===== config.mk =====
export PLATFORM = sky130hd
export DESIGN_NAME = debug_compare_trace_regs
export DESIGN_NICKNAME = d
export VERILOG_FILES = /design/src/hdl/debug_trace_pkg.sv /design/src/hdl/debug_compare_trace_regs.sv
export SDC_FILE = /design/constraint.sdc
export NUM_CORES = 1
export LEC_CHECK = 0
export BUFFER_PORTS_ARGS = -buffer_cell sky130_fd_sc_hd__buf_4
export CORE_AREA = 2 2 193 195
export DETAILED_ROUTE_END_ITERATION = 8
export DIE_AREA = 0 0 195 197
export GPL_ROUTABILITY_DRIVEN = 0
export PLACE_DENSITY = 0.61
export SYNTH_ARGS = -nofsm -noshare
export SYNTH_HDL_FRONTEND = slang
export SYNTH_SLANG_ARGS = --single-unit

===== constraint.sdc =====
create_clock -name sys_clk -period 27.7 [get_ports sys_clk]
set_clock_uncertainty 0.15 [all_clocks]
set_input_delay 5.54 -clock sys_clk [delete_from_list [all_inputs] [get_ports sys_clk]]
set_output_delay 5.54 -clock sys_clk [all_outputs]
set_load 0.01 [all_outputs]

===== src/hdl/debug_trace_pkg.sv =====
// constants, register map and record types of the debug compare and trace block
// What this block does
// RQ1: hold a 16-bit breakpoint address, used per breakpoint enable and force select
// RQ2: breakpoint address reached only by serial debug commands, never the memory map
// RQ3: force-reset register ignores user writes, serial writes only, reads 0x00
// RQ4: serial write of 1 to force-reset bit 0 starts a full system reset
// RQ5: debug module maps nine bytes: three 16-bit and three 8-bit registers
// RQ6: comparator bytes reset to 0x00, always readable, writable only while not armed
// RQ7: FIFO high port read-only; reads 0x00 in event-only trigger modes
// RQ8: high-port read never advances FIFO; low-port read does; read high first
// RQ9: event-only modes store one data byte per entry, read by low port
// RQ10: host should not read the FIFO while the debugger is armed
// RQ11: unarmed low read pushes last fetched opcode address into last FIFO slot
// RQ12: control register always accessible; enable bit cannot become 1 while secured
// RQ13: arm bit starts a run; run completion or writing arm/enable 0 stops it
// RQ14: control bit 5 picks force (0) or tag (1) breaks; inert without bit 4
// RQ15: bit 4 lets triggers (end trace) or FIFO full (begin trace) request breaks
// RQ16: trigger type select never moves the moment of a break request
// RQ17: bit 2 makes comparator A write-only (bit 3 = 0) or read-only (bit 3 = 1)
// RQ18: bit 0 makes comparator B write-only (bit 1 = 0) or read-only (bit 1 = 1)
// RQ19: run completes on FIFO full (begin trace) or trigger (end trace); arm clears
// RQ20: breakpoint match forces background at boundary if force select, else tags opcode
package debug_trace_pkg;

    // ******************************************************
    // register offsets on the byte-wide register port
    // ******************************************************
    localparam logic [3:0] OFS_CMP_A_HIGH = 4'h0;
    localparam logic [3:0] OFS_CMP_A_LOW = 4'h1;
    localparam logic [3:0] OFS_CMP_B_HIGH = 4'h2;
    localparam logic [3:0] OFS_CMP_B_LOW = 4'h3;
    localparam logic [3:0] OFS_FIFO_HIGH = 4'h4;
    localparam logic [3:0] OFS_FIFO_LOW = 4'h5;
    localparam logic [3:0] OFS_CONTROL = 4'h6;
    localparam logic [3:0] OFS_TRIGGER = 4'h7;
    localparam logic [3:0] OFS_STATUS = 4'h8;
    localparam logic [3:0] OFS_FORCE_RESET = 4'hF;

    // ******************************************************
    // field positions and reset values
    // ******************************************************
    localparam int CTL_ENABLE = 7;
    localparam int CTL_ARM = 6;
    localparam int CTL_TAG = 5;
    localparam int CTL_BREAK_REQUEST_ENABLE = 4;
    localparam int CTL_RWA = 3;
    localparam int CTL_CMP_A_DIRECTION_ENABLE = 2;
    localparam int CTL_RWB = 1;
    localparam int CTL_CMP_B_DIRECTION_ENABLE = 0;
    localparam int TRG_TYPE_SELECT = 7;
    localparam int TRG_BEGIN = 6;
    localparam int FORCE_RESET_BIT = 0;
    localparam logic [7:0] TRIGGER_WRITE_MASK = 8'hCF;
    localparam logic [7:0] RESET_BYTE = 8'h00;
    localparam logic [15:0] RESET_WORD = 16'h0000;
    localparam int TRACE_DEPTH = 8;

    // ******************************************************
    // trigger modes and bus sample record
    // ******************************************************
    localparam logic [3:0] MODE_A_ONLY = 4'h0;
    localparam logic [3:0] MODE_A_OR_B = 4'h1;
    localparam logic [3:0] MODE_A_THEN_B = 4'h2;
    localparam logic [3:0] MODE_EVENT_B = 4'h3;
    localparam logic [3:0] MODE_A_THEN_EVENT_B = 4'h4;
    localparam logic [3:0] MODE_A_AND_B_DATA = 4'h5;
    localparam logic [3:0] MODE_A_AND_NOT_B_DATA = 4'h6;
    localparam logic [3:0] MODE_INSIDE = 4'h7;
    localparam logic [3:0] MODE_OUTSIDE = 4'h8;

    typedef struct packed {
        logic [15:0] addr;
        logic [7:0] data;
        logic is_read;
        logic is_fetch;
    } bus_sample_type;

endpackage


===== src/hdl/debug_compare_trace_regs.sv =====
// debug compare, trace FIFO, breakpoint and force-reset register logic
`timescale 1ns/1ps
`default_nettype none
module debug_compare_trace_regs
    import debug_trace_pkg::*;
#(
    parameter int DEPTH = TRACE_DEPTH
)
(
    input wire logic sys_clk,
    input wire logic reset,
    input wire logic clk_en,
    input wire logic reg_sel,
    input wire logic reg_write,
    input wire logic serial_access,
    input wire logic [3:0] reg_addr,
    input wire logic [7:0] reg_wdata,
    output logic [7:0] reg_rdata,
    input wire logic read_breakpoint_cmd,
    input wire logic write_breakpoint_cmd,
    input wire logic [15:0] breakpoint_wdata,
    output logic [15:0] breakpoint_rdata,
    input wire logic breakpoint_enable,
    input wire logic breakpoint_force_select,
    input wire logic mcu_secure,
    input wire logic cpu_valid,
    output logic cpu_ready,
    input wire logic [15:0] cpu_addr,
    input wire logic [7:0] cpu_data,
    input wire logic cpu_read,
    input wire logic cpu_fetch,
    output logic break_request,
    output logic break_is_tag,
    output logic breakpoint_force_request,
    output logic breakpoint_tag_request,
    output logic system_reset_request,
    output logic run_armed_flag
);

    // ******************************************************
    // state record
    // ******************************************************
    typedef struct packed {
        logic [15:0] breakpoint_match_address;
        logic [15:0] cmp_a;
        logic [15:0] cmp_b;
        logic [7:0] debug_control;
        logic [7:0] trigger;
        logic match_a_flag;
        logic match_b_flag;
        logic started;
        logic [3:0] count;
        logic [DEPTH-1:0][15:0] fifo;
        logic [15:0] last_fetch;
        bus_sample_type [1:0] buffer;
        logic [1:0] buffer_fill;
        logic [7:0] rdata;
        logic [15:0] bkpt_rdata;
        logic reset_req;
        logic brk_req;
        logic brk_tag;
        logic bk_force;
        logic bk_tag;
    } state_type;

    state_type state;
    state_type next_state;

    // ******************************************************
    // combinational decode
    // ******************************************************
    logic armed;
    logic event_mode;
    logic bus_rd;
    logic bus_wr;
    logic take_sample;
    logic drain;
    bus_sample_type sample;
    logic match_a;
    logic match_b;
    logic trig;
    logic complete;
    logic store;
    logic [15:0] store_word;

    assign armed = state.debug_control[CTL_ARM] && state.debug_control[CTL_ENABLE];
    assign event_mode = (state.trigger[3:0] == MODE_EVENT_B)
        || (state.trigger[3:0] == MODE_A_THEN_EVENT_B);
    assign bus_rd = reg_sel && !reg_write;
    assign bus_wr = reg_sel && reg_write;
    // the buffer refuses samples when both slots hold data or the clock is held,
    // so a frozen cycle never swallows a word
    assign cpu_ready = (state.buffer_fill != 2'd2) && clk_en;
    assign take_sample = cpu_valid && cpu_ready;
    // a register access owns the cycle, so tracing stalls and the buffer absorbs it
    assign drain = (state.buffer_fill != 2'd0) && !reg_sel;
    assign sample = state.buffer[0];

    // comparators with optional read/write qualification
    assign match_a = drain && (sample.addr == state.cmp_a)
        && (!state.debug_control[CTL_CMP_A_DIRECTION_ENABLE]
        || (sample.is_read == state.debug_control[CTL_RWA])); // [RQ17]
    assign match_b = drain && (sample.addr == state.cmp_b)
        && (!state.debug_control[CTL_CMP_B_DIRECTION_ENABLE]
        || (sample.is_read == state.debug_control[CTL_RWB])); // [RQ18]

    // trigger condition per mode; tag type needs the opcode actually fetched
    always_comb
    begin
        unique case (state.trigger[3:0])
            MODE_A_ONLY: trig = match_a;
            MODE_A_OR_B: trig = match_a || match_b;
            MODE_A_THEN_B: trig = match_b && state.match_a_flag;
            MODE_EVENT_B: trig = match_b;
            MODE_A_THEN_EVENT_B: trig = match_b && state.match_a_flag;
            MODE_A_AND_B_DATA: trig = match_a && (sample.data == state.cmp_b[7:0]);
            MODE_A_AND_NOT_B_DATA: trig = match_a && (sample.data != state.cmp_b[7:0]);
            MODE_INSIDE: trig = drain && (sample.addr >= state.cmp_a)
                && (sample.addr <= state.cmp_b);
            MODE_OUTSIDE: trig = drain && ((sample.addr < state.cmp_a)
                || (sample.addr > state.cmp_b));
            default: trig = 1'b0;
        endcase
        if (state.trigger[TRG_TYPE_SELECT])
        begin
            trig = trig && sample.is_fetch;
        end
    end

    // storage and completion; break timing hangs only on completion [RQ16]
    always_comb
    begin
        store = 1'b0;
        complete = 1'b0;
        store_word = RESET_WORD;
        if (armed && drain)
        begin
            if (event_mode)
            begin
                store = trig; // [RQ9]
                store_word = {RESET_BYTE, sample.data}; // [RQ7]
                complete = trig && (state.count == 4'(DEPTH - 1)); // [RQ19]
            end
            else if (state.trigger[TRG_BEGIN])
            begin
                store = (state.started || trig) && sample.is_fetch;
                store_word = sample.addr;
                complete = store && (state.count == 4'(DEPTH - 1)); // [RQ19]
            end
            else
            begin
                store = sample.is_fetch;
                store_word = sample.addr;
                complete = trig; // [RQ19]
            end
        end
    end

    // ******************************************************
    // next state
    // ******************************************************
    always_comb
    begin
        logic [7:0] ctl_new;
        ctl_new = RESET_BYTE;
        next_state = state;
        next_state.rdata = state.rdata;
        next_state.reset_req = 1'b0;
        next_state.brk_req = 1'b0;
        next_state.bk_force = 1'b0;
        next_state.bk_tag = 1'b0;

        // two-entry sample buffer: pop slot 0, push behind what remains
        if (drain)
        begin
            next_state.buffer[0] = state.buffer[1];
        end
        unique case ({take_sample, drain})
            2'b10:
            begin
                next_state.buffer[state.buffer_fill[0]] = {cpu_addr, cpu_data, cpu_read, cpu_fetch};
                next_state.buffer_fill = state.buffer_fill + 2'd1;
            end
            2'b01: next_state.buffer_fill = state.buffer_fill - 2'd1;
            2'b11:
            begin
                next_state.buffer[state.buffer_fill[1]] = {cpu_addr, cpu_data, cpu_read, cpu_fetch};
            end
            2'b00: next_state.buffer_fill = state.buffer_fill;
        endcase

        // hardware breakpoint: force at boundary or tag the fetched opcode
        if (drain && breakpoint_enable && (sample.addr == state.breakpoint_match_address))
        begin
            next_state.bk_force = breakpoint_force_select; // [RQ20] [RQ1]
            next_state.bk_tag = !breakpoint_force_select && sample.is_fetch; // [RQ20]
        end
        if (drain && sample.is_fetch)
        begin
            next_state.last_fetch = sample.addr;
        end

        // serial-only breakpoint register access
        if (write_breakpoint_cmd)
        begin
            next_state.breakpoint_match_address = breakpoint_wdata; // [RQ2]
        end
        if (read_breakpoint_cmd)
        begin
            next_state.bkpt_rdata = state.breakpoint_match_address; // [RQ2]
        end

        // run bookkeeping while armed
        if (armed)
        begin
            next_state.match_a_flag = state.match_a_flag || match_a;
            next_state.match_b_flag = state.match_b_flag || match_b;
            next_state.started = state.started || trig;
        end
        if (store)
        begin
            next_state.fifo = {store_word, state.fifo[DEPTH-1:1]};
            if (state.count != 4'(DEPTH))
            begin
                next_state.count = state.count + 4'd1;
            end
        end
        if (complete)
        begin
            next_state.debug_control[CTL_ARM] = 1'b0; // [RQ13] [RQ19]
            next_state.brk_req = state.debug_control[CTL_BREAK_REQUEST_ENABLE]; // [RQ15]
            next_state.brk_tag = state.debug_control[CTL_TAG]; // [RQ14]
        end

        // register reads; the data output is registered
        if (bus_rd)
        begin
            unique case (reg_addr) // [RQ5]
                OFS_CMP_A_HIGH: next_state.rdata = state.cmp_a[15:8]; // [RQ6]
                OFS_CMP_A_LOW: next_state.rdata = state.cmp_a[7:0];
                OFS_CMP_B_HIGH: next_state.rdata = state.cmp_b[15:8];
                OFS_CMP_B_LOW: next_state.rdata = state.cmp_b[7:0];
                OFS_FIFO_HIGH: next_state.rdata = event_mode ? RESET_BYTE
                    : state.fifo[0][15:8]; // [RQ7] [RQ8]
                OFS_FIFO_LOW: next_state.rdata = state.fifo[0][7:0];
                OFS_CONTROL: next_state.rdata = state.debug_control; // [RQ12]
                OFS_TRIGGER: next_state.rdata = state.trigger;
                OFS_STATUS: next_state.rdata = {state.match_a_flag, state.match_b_flag,
                    armed, 1'b0, state.count};
                default: next_state.rdata = RESET_BYTE; // [RQ3]
            endcase
        end
        // low-port read advances only when not armed, refilling the top slot
        if (bus_rd && (reg_addr == OFS_FIFO_LOW) && !armed)
        begin
            next_state.fifo = {state.last_fetch, state.fifo[DEPTH-1:1]}; // [RQ8] [RQ11]
        end

        // register writes; a write lands after any completion this cycle
        if (bus_wr)
        begin
            unique case (reg_addr)
                OFS_CMP_A_HIGH: if (!armed) next_state.cmp_a[15:8] = reg_wdata; // [RQ6]
                OFS_CMP_A_LOW: if (!armed) next_state.cmp_a[7:0] = reg_wdata;
                OFS_CMP_B_HIGH: if (!armed) next_state.cmp_b[15:8] = reg_wdata;
                OFS_CMP_B_LOW: if (!armed) next_state.cmp_b[7:0] = reg_wdata;
                OFS_TRIGGER: if (!armed) next_state.trigger = reg_wdata & TRIGGER_WRITE_MASK;
                OFS_CONTROL:
                begin
                    ctl_new = reg_wdata;
                    ctl_new[CTL_ENABLE] = reg_wdata[CTL_ENABLE] && !mcu_secure; // [RQ12]
                    ctl_new[CTL_ARM] = reg_wdata[CTL_ARM] && ctl_new[CTL_ENABLE]; // [RQ13]
                    next_state.debug_control = ctl_new;
                    if (ctl_new[CTL_ARM] && !armed)
                    begin
                        next_state.match_a_flag = 1'b0;
                        next_state.match_b_flag = 1'b0;
                        next_state.started = 1'b0;
                        next_state.count = 4'd0;
                    end
                end
                OFS_FORCE_RESET:
                begin
                    // user writes are dropped; only the serial path resets the part
                    next_state.reset_req = serial_access
                        && reg_wdata[FORCE_RESET_BIT]; // [RQ3] [RQ4]
                end
                default: next_state.rdata = state.rdata;
            endcase
        end

        // low clock enable freezes everything
        if (!clk_en)
        begin
            next_state = state;
        end
    end

    // ******************************************************
    // state register
    // ******************************************************
    always_ff @(posedge sys_clk or posedge reset)
    begin
        if (reset)
        begin
            state <= '0;
        end
        else
        begin
            state <= next_state;
        end
    end

    // outputs straight from flops; run_armed_flag is the AND of the enable and arm flops
    assign reg_rdata = state.rdata;
    assign breakpoint_rdata = state.bkpt_rdata;
    assign break_request = state.brk_req;
    assign break_is_tag = state.brk_tag;
    assign breakpoint_force_request = state.bk_force;
    assign breakpoint_tag_request = state.bk_tag;
    assign system_reset_request = state.reset_req;
    assign run_armed_flag = armed;
endmodule // debug_compare_trace_regs
`default_nettype wire


==> results.json <==
{
  "status": "finished, final reports clean",
  "cts_tree": "built",
  "areaGrowthSynthToFinish_pct": 13.9,
  "vias": 9083,
  "synth.most_common_cell": "dfrtp_1",
  "crit_path_cell_trace": "buf_4, a21boi_0, buf_4",
  "ys_warn_count": 0,
  "cts_made_buffers": 34,
  "grt_setup_unrepaired": "false",
  "r2r_start": "sample[24]$_DFFE_PP0P_",
  "syn_nets": 1241,
  "wl_per_cell_um": 20.2,
  "dp.final_hpwl_um": 23000,
  "fmax_ghz": 0.0851,
  "regArea_um2": 7410,
  "vdd_ir_drop_max_mv": 0.0517,
  "netlist_area_um2": 14300,
  "antenna_found_initial": 0,
  "arrival_ns": 6.07,
  "power_per_cell_area_nw_per_um2": 77.0,
  "grt_overflow": 0,
  "core_area_um2": 36300,
  "cts_max_level": 2,
  "track_usage": 0.182,
  "grt_max_degree": 190,
  "hold_violations": 0,
  "synth_seq_cells": 296,
  "cts_setup_buffers": 0,
  "synthCells": 1138,
  "drc": 0,
  "leakage_nw": 8.08,
  "clock-sinks": 296,
  "slew_headroom": 0.147,
  "pin_count": 97,
  "cpPeakStageDelay_ns": 0.23,
  "start_util": 0.395,
  "setup-tns-final_ns": 0,
  "cap_violations": 0,
  "die_h_um": 197,
  "finalCritPeriodShare": 0.424,
  "end_kind": "output pin",
  "drt_wl_total_um": 34100,
  "grt_pass1_wl_um": 54800,
  "synth_common_cells": "296 x dfrtp_1, 118 x mux2_4, 93 x nand2_1",
  "root_buffer": "clkbuf_16",
  "dieArea_um2": 38400,
  "clockBufferDepth": 3,
  "cts.clk_slew.worst_paths_ns": 0.05,
  "period_needed_ns": 11.76,
  "drive_above_1_share": 0.291,
  "final_antenna_net_count": 0,
  "netlist.area_leader.share": 0.517,
  "avgViaCountPerCell": 5.39,
  "clk_latency_ns": 0.51,
  "slowest_stage": "a21boi_0",
  "n_antenna_cell": 0,
  "min_path_type": "reg -> reg",
  "synth.distinct_cells": 68,
  "cp_max_fo": 2,
  "multi_input_area_um2": 6180,
  "avgSynthCellArea_um2": 12.6,
  "fillers": 3400,
  "first_iter_violations": 702,
  "synth_edf_count": 0,
  "worstHoldStart": "reg_rdata[7]$_DFFE_PP0P_",
  "utilization": 0.450,
  "die_w_um": 195,
  "firstDrtPassIters": 6,
  "required_ns": 22.01,
  "synth.largest_area_cell": "dfrtp_1",
  "rows": 70,
  "crit_start": "clk_en",
  "final_max_slew_viol_count": 0,
  "fin_nets": 1298,
  "crit_type": "in -> out",
  "synth_ff_type": "dfrtp_1",
  "tightest_slew_ns": 1.28,
  "seq_area_frac_synth": 0.517,
  "cts-resized-gates": 0,
  "async_reset_ff_frac": 1.00,
  "io_buffers": 96,
  "grt_pass1_vias": 9461,
  "ctsHoldBuffers": 0,
  "startpoint_type": "input pin",
  "setup_violations": 0,
  "crit_top_cell": "buf_4",
  "synthTopCellsByArea": "dfrtp_1 52%, mux2_4 12%, a22o_1 5.6%"
}
metal layers:
metal  vias up  GRT usage  part of all wire
li1       4208          -                 -
met1      4523      0.260              0.46
met2       284      0.278              0.44
met3        68     0.0311             0.061
met4         0     0.0656             0.034
met5         -          0                 0
cell type report:
type | instances | share of cell area
sequential | 296 | 0.454
tap | 468 | 0.0359
timing repair buffer | 107 | 0.0500
inverter | 51 | 0.0122
multi-input combinational | 705 | 0.379
clock buffer | 53 | 0.0636
clock inverter | 5 | 0.00461
power breakdown:
part | switching, mW | internal, mW
Combinational | 0.117 | 0.117
Clock | 0.173 | 0.275
Sequential | 0.0765 | 0.496
stage by stage:
step	setup slack [ns]	power, mW	instance area, um2	std cells	hold WS [ns]
3_5_place_dp	15.94	0.813	15200	1627	0.322
5_1_grt	15.85	1.32	16300	1685	0.361
6_report	15.94	1.25	16300	1685	0.329
4_1_cts	15.94	1.27	16300	1685	0.334
3_3_place_gp	15.91	0.804	15200	1627	0.324
2_1_floorplan	13.83	0.729	14300	1138	0.301
critical path, delay by kind of cell:
family / cells / cell delay [ns]
buf+inv: 2 / 0.30
compound gates: 1 / 0.23
flip-flops by register name, summed over array words and instances, names as in the netlist:
register and flops:
state 241, sample 26, breakpoint_rdata 16, reg_rdata 8
break_is_tag 1, break_request 1, breakpoint_force_request 1, breakpoint_tag_request 1
system_reset_request 1
placed cells by master, fill, tap and decap left out, types with 3 or more instances in the layout:
cell,Yosys,layout
a22o_1,91,91
nor2b_1,6,6
a221oi_1,5,5
nor2_1,26,26
a21oi_1,23,22
a222oi_1,3,3
clkinv_2,0,3
dfrtp_1,296,296
and2_1,3,3
o21ai_0,62,62
nor3_1,11,11
mux2_2,65,65
buf_4,27,106
mux2_4,118,118
inv_1,50,49
o22ai_1,4,4
clkbuf_1,40,11
clkbuf_8,0,5
and3_1,5,5
mux2i_1,9,9
xor2_1,22,22
xnor2_1,7,7
mux2_1,8,8
o211ai_1,4,4
a21o_1,3,3
a31oi_1,6,6
a22oi_1,11,11
nand3_1,9,9
nand2_1,93,93
ha_1,37,37
a2111oi_0,3,3
nand4_1,14,14
nor4_1,9,9
nand2b_1,7,7
clkbuf_16,0,37
worst paths after layout:
kind / slack (ns) / cells past startpoint / to
setup / recovery: 15.94 / 3 / cpu_ready
hold / removal: 0.33 / 1 / reg_rdata[7]$_DFFE_PP0P_
setup reg to reg: 23.18 / 12 / state[154]$_DFFE_PP0P_
hold reg to reg: 0.33 / 1 / reg_rdata[7]$_DFFE_PP0P_
max in group asynchronous: 20.86 / 3 / state[292]$_DFFE_PP0P_
min in group asynchronous: 5.00 / 2 / system_reset_request$_DFFE_PP0P_
cell families after synthesis:
kind of cell    count (synthesis)  share of synthesized area
simple gates                  193                     0.0642
flops                         296                      0.517
compound gates                245                      0.127
xor+xnor                       29                     0.0177
fa+ha+maj                      37                     0.0323
buf+inv                       137                     0.0524
mux                           201                      0.189
(Power assumes the default switching activity.)
